$ cat src/mbe_cfg.svh
// Constants of the byte instruction execution block
// Assumes inclusion by the design modules and the bench
`ifndef MBE_CFG_SVH
`define MBE_CFG_SVH
`define MBE_ACC_RST     8'h00
`define MBE_FLAG_RST    1'b0
`define MBE_TBL_RST     8'h00
`define MBE_DAA_LO      8'h06
`define MBE_DAA_HI      8'h60
`define MBE_NIB_LIMIT   4'h9
`define MBE_LAST_PAGE   8'hff
`define MBE_ZERO_BYTE   8'h00
`define MBE_READ_WAIT   2'h1
`endif

$ cat src/mbe_pkg.sv
// Types for the byte instruction execution block
// Assumes mbe_cfg.svh holds the numeric constants
package mbe_pkg;
  typedef enum logic [4:0] {
    mbe_op_nibble_exchange          = 5'h00,
    mbe_op_nibble_exchange_to_acc   = 5'h01,
    mbe_op_skip_when_zero           = 5'h02,
    mbe_op_copy_then_skip_when_zero = 5'h03,
    mbe_op_skip_when_bit_zero       = 5'h04,
    mbe_op_paged_table_read         = 5'h05,
    mbe_op_last_page_table_read     = 5'h06,
    mbe_op_preincrement_table_read  = 5'h07,
    mbe_op_preincrement_last_page_read = 5'h08,
    mbe_op_xor_to_acc               = 5'h09,
    mbe_op_exclusive_or_to_memory   = 5'h0a,
    mbe_op_xor_immediate            = 5'h0b,
    mbe_op_long_add_with_carry      = 5'h0c,
    mbe_op_long_add_with_carry_to_memory = 5'h0d,
    mbe_op_long_add                 = 5'h0e,
    mbe_op_long_add_to_memory       = 5'h0f,
    mbe_op_long_bitwise_and         = 5'h10,
    mbe_op_long_bitwise_and_to_memory = 5'h11,
    mbe_op_long_clear               = 5'h12,
    mbe_op_long_clear_bit           = 5'h13,
    mbe_op_long_complement          = 5'h14,
    mbe_op_long_complement_to_acc   = 5'h15,
    mbe_op_long_decimal_adjust      = 5'h16,
    mbe_op_long_decrement           = 5'h17,
    mbe_op_long_decrement_to_acc    = 5'h18,
    mbe_op_long_increment           = 5'h19,
    mbe_op_long_increment_to_acc    = 5'h1a,
    mbe_op_long_move_to_acc         = 5'h1b,
    mbe_op_long_move_to_memory      = 5'h1c,
    mbe_op_long_bitwise_or          = 5'h1d,
    mbe_op_long_bitwise_or_to_memory = 5'h1e
  } mbe_op_t;

  typedef enum logic [1:0] {
    mbe_st_idle  = 2'b00,
    mbe_st_fetch = 2'b01,
    mbe_st_wait  = 2'b11,
    mbe_st_dummy = 2'b10
  } mbe_state_t;

  typedef struct packed {
    logic       carry;
    logic       half_carry_flag;
    logic       overflow;
    logic       zero;
    logic       signed_carry_flag;
  } mbe_flags_t;
endpackage

$ cat src/mbe_prog_if.sv
// Program memory read channel between the datapath and its table reader
// Assumes one clock shared by both ends
`timescale 1ns/100ps
interface mbe_prog_if;
  logic        req;
  logic [15:0] addr;
  logic        done;
  logic [15:0] word;
  modport core (output req, output addr, input done, input word);
  modport rdr  (input req, input addr, output done, output word);
endinterface

$ cat src/mbe_table_reader.sv
// Table reader: captures a program word into a register
// Assumes program memory answers one cycle after its address
`timescale 1ns/100ps
`include "mbe_cfg.svh"
module mbe_table_reader
  import mbe_pkg::*;
(
  input  wire logic         core_clk,
  input  wire logic         rst_b,
  mbe_prog_if.rdr           chan,
  output      logic [15:0]  pm_addr,
  input  wire logic [15:0]  pm_data
);
  typedef struct packed {
    logic [1:0]  cnt;
    logic        busy;
    logic        done;
    logic [15:0] addr;
    logic [15:0] word;
  } mbe_rdr_t;

  mbe_rdr_t st;
  mbe_rdr_t next_st;

  always_comb begin
    next_st = st;
    next_st.done = 1'b0;
    if (chan.req && !st.busy) begin
      next_st.busy = 1'b1;
      next_st.addr = chan.addr;
      next_st.cnt  = `MBE_READ_WAIT;
    end else if (st.busy) begin
      if (st.cnt == 2'h0) begin
        next_st.busy = 1'b0;
        next_st.done = 1'b1;
        next_st.word = pm_data;
      end else begin
        next_st.cnt = st.cnt - 2'h1;
      end
    end
  end

  always_ff @(posedge core_clk or negedge rst_b) begin
    if (!rst_b) begin
      st <= '0;
    end else begin
      st <= next_st;
    end
  end

  assign pm_addr   = st.addr;
  assign chan.done = st.done;
  assign chan.word = st.word;
endmodule

$ cat src/mbe_exec.sv
// Execution datapath for nibble swap, zero skips, table reads, XOR and long forms
// Assumes data memory read data arrive with the operation; one strobe per op
`timescale 1ns/100ps
`include "mbe_cfg.svh"
module mbe_exec
  import mbe_pkg::*;
#(
  parameter int ADDR_W = 12
)
(
  input  wire logic              core_clk,
  input  wire logic              rst_b,
  input  wire logic              op_valid,
  input  wire mbe_op_t           op_code,
  input  wire logic [ADDR_W-1:0] op_addr,
  input  wire logic [2:0]        op_bit,
  input  wire logic [7:0]        op_imm,
  input  wire logic [7:0]        mem_rdata,
  input  wire logic [15:0]       pm_data,
  output      logic [15:0]       pm_addr,
  output      logic              mem_we,
  output      logic [ADDR_W-1:0] mem_waddr,
  output      logic [7:0]        mem_wdata,
  output      logic [7:0]        acc,
  output      mbe_flags_t        flags,
  output      logic [7:0]        table_pointer_low,
  output      logic [7:0]        table_pointer_high,
  output      logic [7:0]        table_read_high_latch,
  output      logic              skip_taken,
  output      logic              dummy_cycle,
  output      logic              op_done,
  output      logic              busy
);
  typedef struct packed {
    mbe_state_t        state;
    logic [7:0]        acc;
    mbe_flags_t        flags;
    logic [7:0]        tlo;
    logic [7:0]        thi;
    logic [7:0]        latch;
    logic              we;
    logic [ADDR_W-1:0] waddr;
    logic [7:0]        wdata;
    logic              skip;
    logic              dummy;
    logic              done;
    logic              req;
    logic [15:0]       raddr;
    logic              bsy;
  } mbe_core_t;

  mbe_core_t st;
  mbe_core_t next_st;
  mbe_prog_if chan ();

  function automatic logic [7:0] swap_nib(input logic [7:0] v);
    return {v[3:0], v[7:4]};
  endfunction

  function automatic logic is_zero(input logic [7:0] v);
    return v == `MBE_ZERO_BYTE;
  endfunction

  // Adder with flag derivation shared by both add forms
  function automatic mbe_flags_t add_flags(input logic [7:0] a,
                                           input logic [7:0] b,
                                           input logic       cin,
                                           input mbe_flags_t f);
    logic [8:0] s;
    logic [4:0] h;
    mbe_flags_t r;
    s = {1'b0, a} + {1'b0, b} + {8'h00, cin};
    h = {1'b0, a[3:0]} + {1'b0, b[3:0]} + {4'h0, cin};
    r = f;
    r.carry             = s[8];
    r.half_carry_flag   = h[4];
    r.overflow          = (a[7] == b[7]) && (s[7] != a[7]);
    r.zero              = is_zero(s[7:0]);
    r.signed_carry_flag = s[7] ^ r.overflow;
    return r;
  endfunction

  always_comb begin
    logic [7:0] res;
    logic [7:0] adj;
    logic [8:0] dsum;
    res  = 8'h00;
    adj  = 8'h00;
    dsum = 9'h000;
    next_st       = st;
    next_st.we    = 1'b0;
    next_st.skip  = 1'b0;
    next_st.dummy = 1'b0;
    next_st.done  = 1'b0;
    next_st.req   = 1'b0;
    case (st.state)
      mbe_st_idle: begin
        if (op_valid) begin
          next_st.waddr = op_addr;
          next_st.done  = 1'b1;
          case (op_code)
            mbe_op_nibble_exchange: begin
              next_st.we    = 1'b1;
              next_st.wdata = swap_nib(mem_rdata);
            end
            mbe_op_nibble_exchange_to_acc: begin
              next_st.acc = swap_nib(mem_rdata);
            end
            mbe_op_skip_when_zero: begin
              next_st.skip = is_zero(mem_rdata);
            end
            mbe_op_copy_then_skip_when_zero: begin
              next_st.acc  = mem_rdata;
              next_st.skip = is_zero(mem_rdata);
            end
            mbe_op_skip_when_bit_zero: begin
              next_st.skip = !mem_rdata[op_bit];
            end
            mbe_op_paged_table_read: begin
              next_st.raddr = {st.thi, st.tlo};
            end
            mbe_op_last_page_table_read: begin
              next_st.raddr = {`MBE_LAST_PAGE, st.tlo};
            end
            mbe_op_preincrement_table_read: begin
              next_st.tlo   = st.tlo + 8'h01;
              next_st.raddr = {st.thi, st.tlo + 8'h01};
            end
            mbe_op_preincrement_last_page_read: begin
              next_st.tlo   = st.tlo + 8'h01;
              next_st.raddr = {`MBE_LAST_PAGE, st.tlo + 8'h01};
            end
            mbe_op_xor_to_acc, mbe_op_xor_immediate: begin
              res = st.acc ^ (op_code == mbe_op_xor_immediate ? op_imm : mem_rdata);
              next_st.acc        = res;
              next_st.flags.zero = is_zero(res);
            end
            mbe_op_exclusive_or_to_memory: begin
              res = st.acc ^ mem_rdata;
              next_st.we         = 1'b1;
              next_st.wdata      = res;
              next_st.flags.zero = is_zero(res);
            end
            mbe_op_long_add_with_carry, mbe_op_long_add_with_carry_to_memory: begin
              res = st.acc + mem_rdata + {7'h00, st.flags.carry};
              next_st.flags = add_flags(st.acc, mem_rdata, st.flags.carry, st.flags);
              if (op_code == mbe_op_long_add_with_carry) begin
                next_st.acc = res;
              end else begin
                next_st.we    = 1'b1;
                next_st.wdata = res;
              end
            end
            mbe_op_long_add, mbe_op_long_add_to_memory: begin
              res = st.acc + mem_rdata;
              next_st.flags = add_flags(st.acc, mem_rdata, 1'b0, st.flags);
              if (op_code == mbe_op_long_add) begin
                next_st.acc = res;
              end else begin
                next_st.we    = 1'b1;
                next_st.wdata = res;
              end
            end
            mbe_op_long_bitwise_and, mbe_op_long_bitwise_and_to_memory: begin
              res = st.acc & mem_rdata;
              next_st.flags.zero = is_zero(res);
              if (op_code == mbe_op_long_bitwise_and) begin
                next_st.acc = res;
              end else begin
                next_st.we    = 1'b1;
                next_st.wdata = res;
              end
            end
            mbe_op_long_clear: begin
              next_st.we    = 1'b1;
              next_st.wdata = `MBE_ZERO_BYTE;
            end
            mbe_op_long_clear_bit: begin
              res = mem_rdata;
              res[op_bit] = 1'b0;
              next_st.we    = 1'b1;
              next_st.wdata = res;
            end
            mbe_op_long_complement, mbe_op_long_complement_to_acc: begin
              res = ~mem_rdata;
              next_st.flags.zero = is_zero(res);
              if (op_code == mbe_op_long_complement_to_acc) begin
                next_st.acc = res;
              end else begin
                next_st.we    = 1'b1;
                next_st.wdata = res;
              end
            end
            mbe_op_long_decimal_adjust: begin
              if (st.acc[3:0] > `MBE_NIB_LIMIT || st.flags.half_carry_flag) begin
                adj = adj | `MBE_DAA_LO;
              end
              if (st.acc[7:4] > `MBE_NIB_LIMIT || st.flags.carry) begin
                adj = adj | `MBE_DAA_HI;
              end
              dsum = {1'b0, st.acc} + {1'b0, adj};
              next_st.we          = 1'b1;
              next_st.wdata       = dsum[7:0];
              next_st.flags.carry = st.flags.carry | dsum[8];
            end
            mbe_op_long_decrement, mbe_op_long_decrement_to_acc: begin
              res = mem_rdata - 8'h01;
              next_st.flags.zero = is_zero(res);
              if (op_code == mbe_op_long_decrement_to_acc) begin
                next_st.acc = res;
              end else begin
                next_st.we    = 1'b1;
                next_st.wdata = res;
              end
            end
            mbe_op_long_increment, mbe_op_long_increment_to_acc: begin
              res = mem_rdata + 8'h01;
              next_st.flags.zero = is_zero(res);
              if (op_code == mbe_op_long_increment_to_acc) begin
                next_st.acc = res;
              end else begin
                next_st.we    = 1'b1;
                next_st.wdata = res;
              end
            end
            mbe_op_long_move_to_acc: begin
              next_st.acc = mem_rdata;
            end
            mbe_op_long_move_to_memory: begin
              next_st.we    = 1'b1;
              next_st.wdata = st.acc;
            end
            mbe_op_long_bitwise_or: begin
              res = st.acc | mem_rdata;
              next_st.acc        = res;
              next_st.flags.zero = is_zero(res);
            end
            mbe_op_long_bitwise_or_to_memory: begin
              res = st.acc | mem_rdata;
              next_st.we         = 1'b1;
              next_st.wdata      = res;
              next_st.flags.zero = is_zero(res);
            end
            default: begin
              next_st.done = 1'b1;
            end
          endcase
          // Table reads finish later, taken skips add the dummy cycle
          case (op_code)
            mbe_op_paged_table_read, mbe_op_last_page_table_read,
            mbe_op_preincrement_table_read, mbe_op_preincrement_last_page_read: begin
              next_st.done  = 1'b0;
              next_st.req   = 1'b1;
              next_st.state = mbe_st_fetch;
            end
            mbe_op_skip_when_zero, mbe_op_copy_then_skip_when_zero,
            mbe_op_skip_when_bit_zero: begin
              if (next_st.skip) begin
                next_st.done  = 1'b0;
                next_st.state = mbe_st_dummy;
              end
            end
            default: begin
              next_st.state = mbe_st_idle;
            end
          endcase
        end
      end
      mbe_st_fetch: begin
        next_st.state = mbe_st_wait;
      end
      mbe_st_wait: begin
        if (chan.done) begin
          next_st.we    = 1'b1;
          next_st.wdata = chan.word[7:0];
          next_st.latch = chan.word[15:8];
          next_st.done  = 1'b1;
          next_st.state = mbe_st_idle;
        end
      end
      mbe_st_dummy: begin
        next_st.dummy = 1'b1;
        next_st.done  = 1'b1;
        next_st.state = mbe_st_idle;
      end
      default: begin
        next_st.state = mbe_st_idle;
      end
    endcase
    // Busy registered beside the state
    next_st.bsy = (next_st.state != mbe_st_idle);
  end

  always_ff @(posedge core_clk or negedge rst_b) begin
    if (!rst_b) begin
      st       <= '0;
      st.acc   <= `MBE_ACC_RST;
      st.tlo   <= `MBE_TBL_RST;
      st.thi   <= `MBE_TBL_RST;
      st.latch <= `MBE_TBL_RST;
    end else begin
      st <= next_st;
    end
  end

  assign chan.req  = st.req;
  assign chan.addr = st.raddr;

  mbe_table_reader u_reader (
    .core_clk (core_clk),
    .rst_b    (rst_b),
    .chan     (chan),
    .pm_addr  (pm_addr),
    .pm_data  (pm_data)
  );

  assign mem_we                = st.we;
  assign mem_waddr             = st.waddr;
  assign mem_wdata             = st.wdata;
  assign acc                   = st.acc;
  assign flags                 = st.flags;
  assign table_pointer_low     = st.tlo;
  assign table_pointer_high    = st.thi;
  assign table_read_high_latch = st.latch;
  assign skip_taken            = st.skip;
  assign dummy_cycle           = st.dummy;
  assign op_done               = st.done;
  assign busy                  = st.bsy;
endmodule

$ cat config.mk
export PLATFORM = sky130hd
export DESIGN_NAME = mbe_exec
export DESIGN_NICKNAME = d
export VERILOG_FILES = /design/src/mbe_pkg.sv /design/src/mbe_prog_if.sv /design/src/mbe_table_reader.sv /design/src/mbe_exec.sv
export VERILOG_INCLUDE_DIRS = /design/src
export SDC_FILE = /design/constraint.sdc
export NUM_CORES = 1
export LEC_CHECK = 0
export BUFFER_PORTS_ARGS = -buffer_cell sky130_fd_sc_hd__buf_2
export CAP_MARGIN = 5
export CORE_AREA = 2 2 108 131
export DETAILED_ROUTE_END_ITERATION = 10
export DIE_AREA = 0 0 110 133
export PLACE_DENSITY = 0.84
export SYNTH_ARGS = -nofsm -noshare
export SYNTH_HDL_FRONTEND = slang
export SYNTH_SLANG_ARGS = --single-unit
$ cat constraint.sdc
create_clock -name core_clk -period 3.5 [get_ports core_clk]
set_input_delay 0 -clock core_clk [delete_from_list [all_inputs] [get_ports core_clk]]
set_output_delay 0 -clock core_clk [all_outputs]
set_load 0.02 [all_outputs]
; After elaboration in Yosys (flattened, before gate mapping)
; Index checks and enable logic that the tools add are counted.
[word_totals]
reg_bits = 109
latch_bits = 0
ram_bits = 0
rom_bits = 0
mem_count = 0
[op_classes]
n_addsub = 11
n_mul = 0
div_mod_pow = 0
order_cmp = 4
eq_ne = 52
shift = 0
n_mux = 64
bitwise = 11
n_reduce_logical = 54
[op_table]
columns = cell, n
row1 = $mux 8, 18
row2 = $pmux 8 s13, 1
row3 = $logic_not 8->1, 10
row4 = $pmux 8 s10, 1
row5 = $eq 5x5->1 const B, 15
row6 = $pmux 16 s4, 1
row7 = $eq 5x4->1 const B, 8
row8 = $mux 23, 1
row9 = $mux 22, 1
row10 = $reduce_or 2->1, 11
row11 = $eq 5x3->1 const B, 4
row12 = $add 8x8->9, 2
row13 = $mux 18, 1
row14 = $ne 3x3->1 const B, 6
row15 = $reduce_and 3->1, 6
row16 = $mux 1, 17
row17 = $mux 17, 1
row18 = $add 8x1->8 const B, 2
row19 = $and 8x8->8, 2
row20 = $not 8->8, 2
row21 = $pmux 8 s2, 1
row22 = $xor 8x8->8, 2
row23 = $ne 14x1->1 const B, 1
row24 = $ne 2x2->1 const B, 7
row25 = other kinds (49), 75

; Longest topological paths before layout
[depth]
word_depth = 13
mapped_depth = 12
depth_no_buf = 11

; Cells and area by module
; Synthesis repeated with hierarchy kept, for this count alone.
[hier_totals]
cells_unflattened = 872
hier_area_um2 = 7961.4
[modules_own_cells]
columns = mod, n_inst, cells_per_inst, area_each_um2, seq_area_each_um2
row1 = mbe_exec, 1, 756, 6342.3, 1651.6
row2 = mbe_table_reader, 1, 116, 1619.1, 900.9

; Worst setup path after synthesis
; OpenSTA, ideal clock, no wires.
[synth_path]
path_kind = reg2reg
start = register, netlist name acc[0]
end = register st, in the netlist mem_wdata[7]
setup_time_ns = 0.124
arrival_ns = 2.626
path_slack_ns = 0.750
path_stages_with_launch = 10
n_path_buf = 0
period_less_slack_ns = 2.750
cell_sequence = dfrtp_1 > ha_1 > fa_1 > a211o_1 > nand2b_1 > nor4bb_1 > nand4_2 > nor3_1 > nor3_1 > o31a_1
[synth_between]
elab_chain_cells = 11
word_cells_on_any_way = 15
[synth_rtl]
columns = item, line_no
row1 = $gt 4x4->1 (no line), --
row2 = $logic_or 1x1->1, mbe_exec.sv:195  ; if (st.acc[3:0] > `MBE_NIB_LIMIT || st.flags.half_carry_flag) begin
row3 = $mux 3, mbe_exec.sv:195
row4 = $mux 7, mbe_exec.sv:198  ; if (st.acc[7:4] > `MBE_NIB_LIMIT || st.flags.carry) begin
row5 = $mux 8, mbe_exec.sv:101  ; case (op_code)
row6 = $mux 8, mbe_exec.sv:98  ; if (op_valid) begin
row7 = $mux 8, mbe_exec.sv:96  ; case (st.state)
row8 = $add 8x8->9, mbe_exec.sv:201  ; dsum = {1'b0, st.acc} + {1'b0, adj};
row9 = $pmux 8 s13 (*), mbe_exec.sv:101
row10 = $mux 22 (*), mbe_exec.sv:98
row11 = $pmux 8 s2 (*), mbe_exec.sv:96
row12 = "end signal, assigned", mbe_exec.sv:302  ; st <= next_st;
row13 = "end, declared", mbe_exec.sv:52  ; mbe_core_t st;
; Mark *: on every way between the ends. The rest lies on a longest branch, timed or not. The select of a mux whose other input is x is not followed.
; A chain may end at the register's enable or synchronous reset.

; Worst setup path after layout
[layout_path]
start = register, netlist name acc[0]
end = register st, in the netlist mem_wdata[3]
[layout_between]
elab_chain_cells = 11
word_cells_on_any_way = 15
[layout_rtl]
columns = item, line_no
row1 = $gt 4x4->1 (no line), --
row2 = $logic_or 1x1->1, mbe_exec.sv:195
row3 = $mux 3, mbe_exec.sv:195
row4 = $mux 7, mbe_exec.sv:198
row5 = $mux 8, mbe_exec.sv:101
row6 = $mux 8, mbe_exec.sv:98
row7 = $mux 8, mbe_exec.sv:96
row8 = $add 8x8->9, mbe_exec.sv:201
row9 = $pmux 8 s13 (*), mbe_exec.sv:101
row10 = $mux 22 (*), mbe_exec.sv:98
row11 = $pmux 8 s2 (*), mbe_exec.sv:96
; Marked as above.

==> summary.txt <==
Route
  • Initial DRC count: between 700 and 800
  • DRC: 0
  • Post-DR wirelength/cell: 20.8 um
  • DRT antenna net count: 0
  • Drt total wl: 23.1 mm
  • Vias per cell: 6.30
  • Total number of vias: 6977
  • DRT Pass-1 Iters: 10

Place
  • DP HPWL: 16.3 mm
  • # port buffers: 124
  • Pre-CTS setup slack: 0.308 ns
  • Placed insts: 1063
  • RD Place Congestion: 1.01

Synth
  • Most common library cells after synthesis: dfrtp_1, nand2_1, buf_4
  • Async SR Flop Fraction: between 90% and 100%
  • Main synth FF type: dfrtp_1
  • Cell count after synthesis: ~860
  • Syn avg cell area: a little under 9 sq um
  • Cell taking the most area after synthesis: dfrtp_1
  • Post-synth EDFFs: 0
  • Synth Warn #: 0
  • Sequential fraction of the synthesis area: 31.4%
  • Synth top area share: 31.4%
  • Mapped Area: about 7600 sq um
  • Most numerous cell in the Yosys netlist: dfrtp_1
  • Synth cell types: 81
  • FF+latch count, synth: 95
  • Ranking of synthesized cells by area: dfrtp_1, buf_4, mux2_2

Global route
  • Largest net degree at the start of global routing: between 70 and 80
  • Grt total ovfl: 0
  • Initial antenna violation count: 0
  • First-pass GRT wire length: 36.2 mm
  • Vias in the first global route: between 6000 and 7000
  • GRT Total Usage: about 32%

Setup path
  • Worst EP required: 3.73 ns
  • CP max stage cell: a211oi_1
  • Crit-path leading delay family: compound AO/OA/AOI/OAI gates
  • Buf/Inv on CP: 0
  • CP Launch Type: flip-flop
  • CP Capture Type: flip-flop
  • Worst setup path class: flip-flop to flip-flop
  • Crit path max fanout: 6
  • CP Launch Point: acc[0]
  • Worst path cell trace: ha_1, fa_1, xor2_1, and4b_1, xnor3_1, a211oi_1, a311oi_1, a21oi_1, o21ai_1
  • WP data arrival: between 3 and 4 ns
  • Reg-to-reg startpoint: acc[0]
  • CP peak stage delay: 0.57 ns

Clocking
  • Post-CTS Setup Inserts: 0
  • Clk slew on worst S/H paths: 0.09 ns
  • Clk root buf: clkbuf_16
  • CTS Buffer Depth: 2
  • CTS tree: built
  • Clock Latency Late Sink: 0.36 ns
  • Htree depth: 3
  • Clk sinks: 95
  • CTS Buf Count: 9

Cells and area
  • Fill count: 1126
  • Nets: 1022
  • Area growth from synthesis to layout: 11.0%
  • Post-route insts no fill: 1108
  • Final core occ: 62.5%
  • Layout cells sized above 1: 23.2%
  • Ant. Diodes: 0

Timing
  • Worst setup margin: 0.219 ns
  • Unrepaired setup endpoints after global routing: no
  • Rel. slew slack: between 20% and 30%
  • Setup TNS: 0 ns
  • Period Utilization, post-route: between 90% and 100%
  • Setup-failing EPs final: 0
  • Final Max Tran Viols: 0
  • Max Freq: 305 MHz
  • Worst-margin pin slew: 1.10 ns
  • Clock skew: 0.0147 ns
  • Minimum clock period: 3.28 ns
  • Final hold violations: 0

Status
  • Outcome: complete, no violations

Floorplanning
  • Die area: ~15000 sq um
  • Initial Utilization: 56.3%
  • Die H: 133 um
  • Die width: 110 um
  • # IOs: 133
  • Site Rows: 47
  • Core ar.: 13500 sq um

Worst hold path
  • Min-Delay Startpoint: op_imm[3]
  • HP Class: input pin to flip-flop

Power and ir drop
  • VDD IR-drop max: roughly 0.26 mV
  • Final Power: 0.00288 W
  • PwrDens: about 340 nW/um^2
  • Pleak: ~4 nW

Run
  • Max-cap violations: 0
## cells in the final DEF (no fill, tap or decap), types with 4 or more instances in the layout
| cell | Yosys | routed |
|---|---|---|
| a211o_1 | 5 | 5 |
| a211oi_1 | 8 | 8 |
| a21o_1 | 4 | 4 |
| a21oi_1 | 53 | 53 |
| a221o_1 | 6 | 6 |
| a221oi_1 | 13 | 13 |
| a31oi_1 | 8 | 8 |
| a32oi_1 | 4 | 4 |
| and3_1 | 6 | 6 |
| and4_1 | 4 | 4 |
| buf_2 | 19 | 123 |
| buf_4 | 76 | 23 |
| clkbuf_16 | 0 | 9 |
| conb_1 | 1 | 8 |
| dfrtp_1 | 95 | 95 |
| dlygate4sd3_1 | 0 | 29 |
| ha_1 | 33 | 33 |
| inv_1 | 33 | 33 |
| mux2_2 | 37 | 37 |
| mux2i_1 | 15 | 15 |
| nand2_1 | 86 | 86 |
| nand2b_1 | 15 | 15 |
| nand3_1 | 16 | 16 |
| nand4_1 | 11 | 11 |
| nor2_1 | 48 | 48 |
| nor2b_1 | 13 | 13 |
| nor3_1 | 24 | 24 |
| nor3b_1 | 4 | 4 |
| nor4_1 | 7 | 7 |
| o2111ai_1 | 5 | 5 |
| o211ai_1 | 7 | 7 |
| o21ai_0 | 38 | 38 |
| o221ai_1 | 5 | 5 |
| o31ai_1 | 6 | 6 |
| or2_2 | 5 | 5 |
| or3_1 | 10 | 10 |
| xnor2_1 | 35 | 35 |
| xor2_1 | 11 | 11 |
## where the power goes
part	internal, W	switching, W
Sequential	0.00113	0.0000305
Combinational	0.000265	0.000429
Clock	0.000512	0.000519
Total	0.00191	0.000979
## stage by stage
stage          hold WS (ns)  area, sq um
2_1_floorplan        -0.296         7600
3_3_place_gp          0.185         7810
3_5_place_dp          0.197         7810
4_1_cts               0.122         8410
5_1_grt               0.190         8410
6_report              0.141         8410
## cell type report
cell class,instances,area (sq um),share of cell area [%]
Timing Repair Buffer,175,1080,12.8
Clock inverter,7,81.3,0.967
Multi-Input combinational cell,617,4310,51.2
Tap cell,171,214,2.54
Clock buffer,9,225,2.68
Inverter,34,128,1.52
Sequential cell,95,2380,28.3
## routing by layer
| metal | vias up | track usage [%] | part of all wire [%] | wire (um) |
|---|---|---|---|---|
| li1 | 3160 | - | - | - |
| met1 | 3258 | 40.5 | 38 | 8670 |
| met2 | 466 | 51.8 | 48 | 11000 |
| met3 | 93 | 4.98 | 8.7 | 2010 |
| met4 | 0 | 18.5 | 5.8 | 1340 |
| met5 | - | 0 | 0 | 0 |
## repair_timing
action / CTS / global route
setup endpoints to repair: 0 / 0
gates resized for setup: 0 / 0
hold endpoints to repair: 98 / 0
hold buffers: 29 / 0
## kinds of logic (layout without fill, tap and decap cells)
kind of cell               count (synthesis)  in the layout  share of synthesized area [%]
buffers and inverters                    158            225                           12.1
adders and majority gates                 35             35                           5.98
other                                      1              8                         0.0495
AOI/OAI and AO/OA                        205            205                           18.9
DFF                                       95             95                           31.4
and+or+nand+nor                          269            269                           18.1
muxes                                     52             52                           7.48
xor gates and xnor gates                  48             48                           5.91
## state kept, by name (all words and copies together) (netlist names), 2 cells and up
name and count:
mem_wdata 8, chan.addr 9, table_read_high_latch 8, mem_waddr 12, u_reader.st 3, u_reader.pm_addr 9
flags 5, table_pointer_low 8, u_reader.chan.word 16, acc 8, st 2
## worst register-to-register path, delay by kind of cell (launching register included)
| kind | cells | cell delay (ns) |
|---|---|---|
| xor gates and xnor gates | 2 | 0.64 |
| AOI/OAI and AO/OA | 4 | 1.00 |
| and+or+nand+nor | 1 | 0.30 |
| adders and majority gates | 2 | 0.76 |
| DFF | 1 | 0.45 |
## worst paths after layout
kind,endpoint,slack (ns),cells after the start
worst max register to register,mem_wdata[3],0.22,9
min in group asynchronous,mem_waddr[9],0.33,2
max in group asynchronous,u_reader.chan.word[0],2.24,3
worst max-delay path,mem_wdata[3],0.22,9
worst min register to register,mem_waddr[2],0.48,2
worst min-delay path,acc[3],0.14,5
Power figures use the tool's default switching activity.
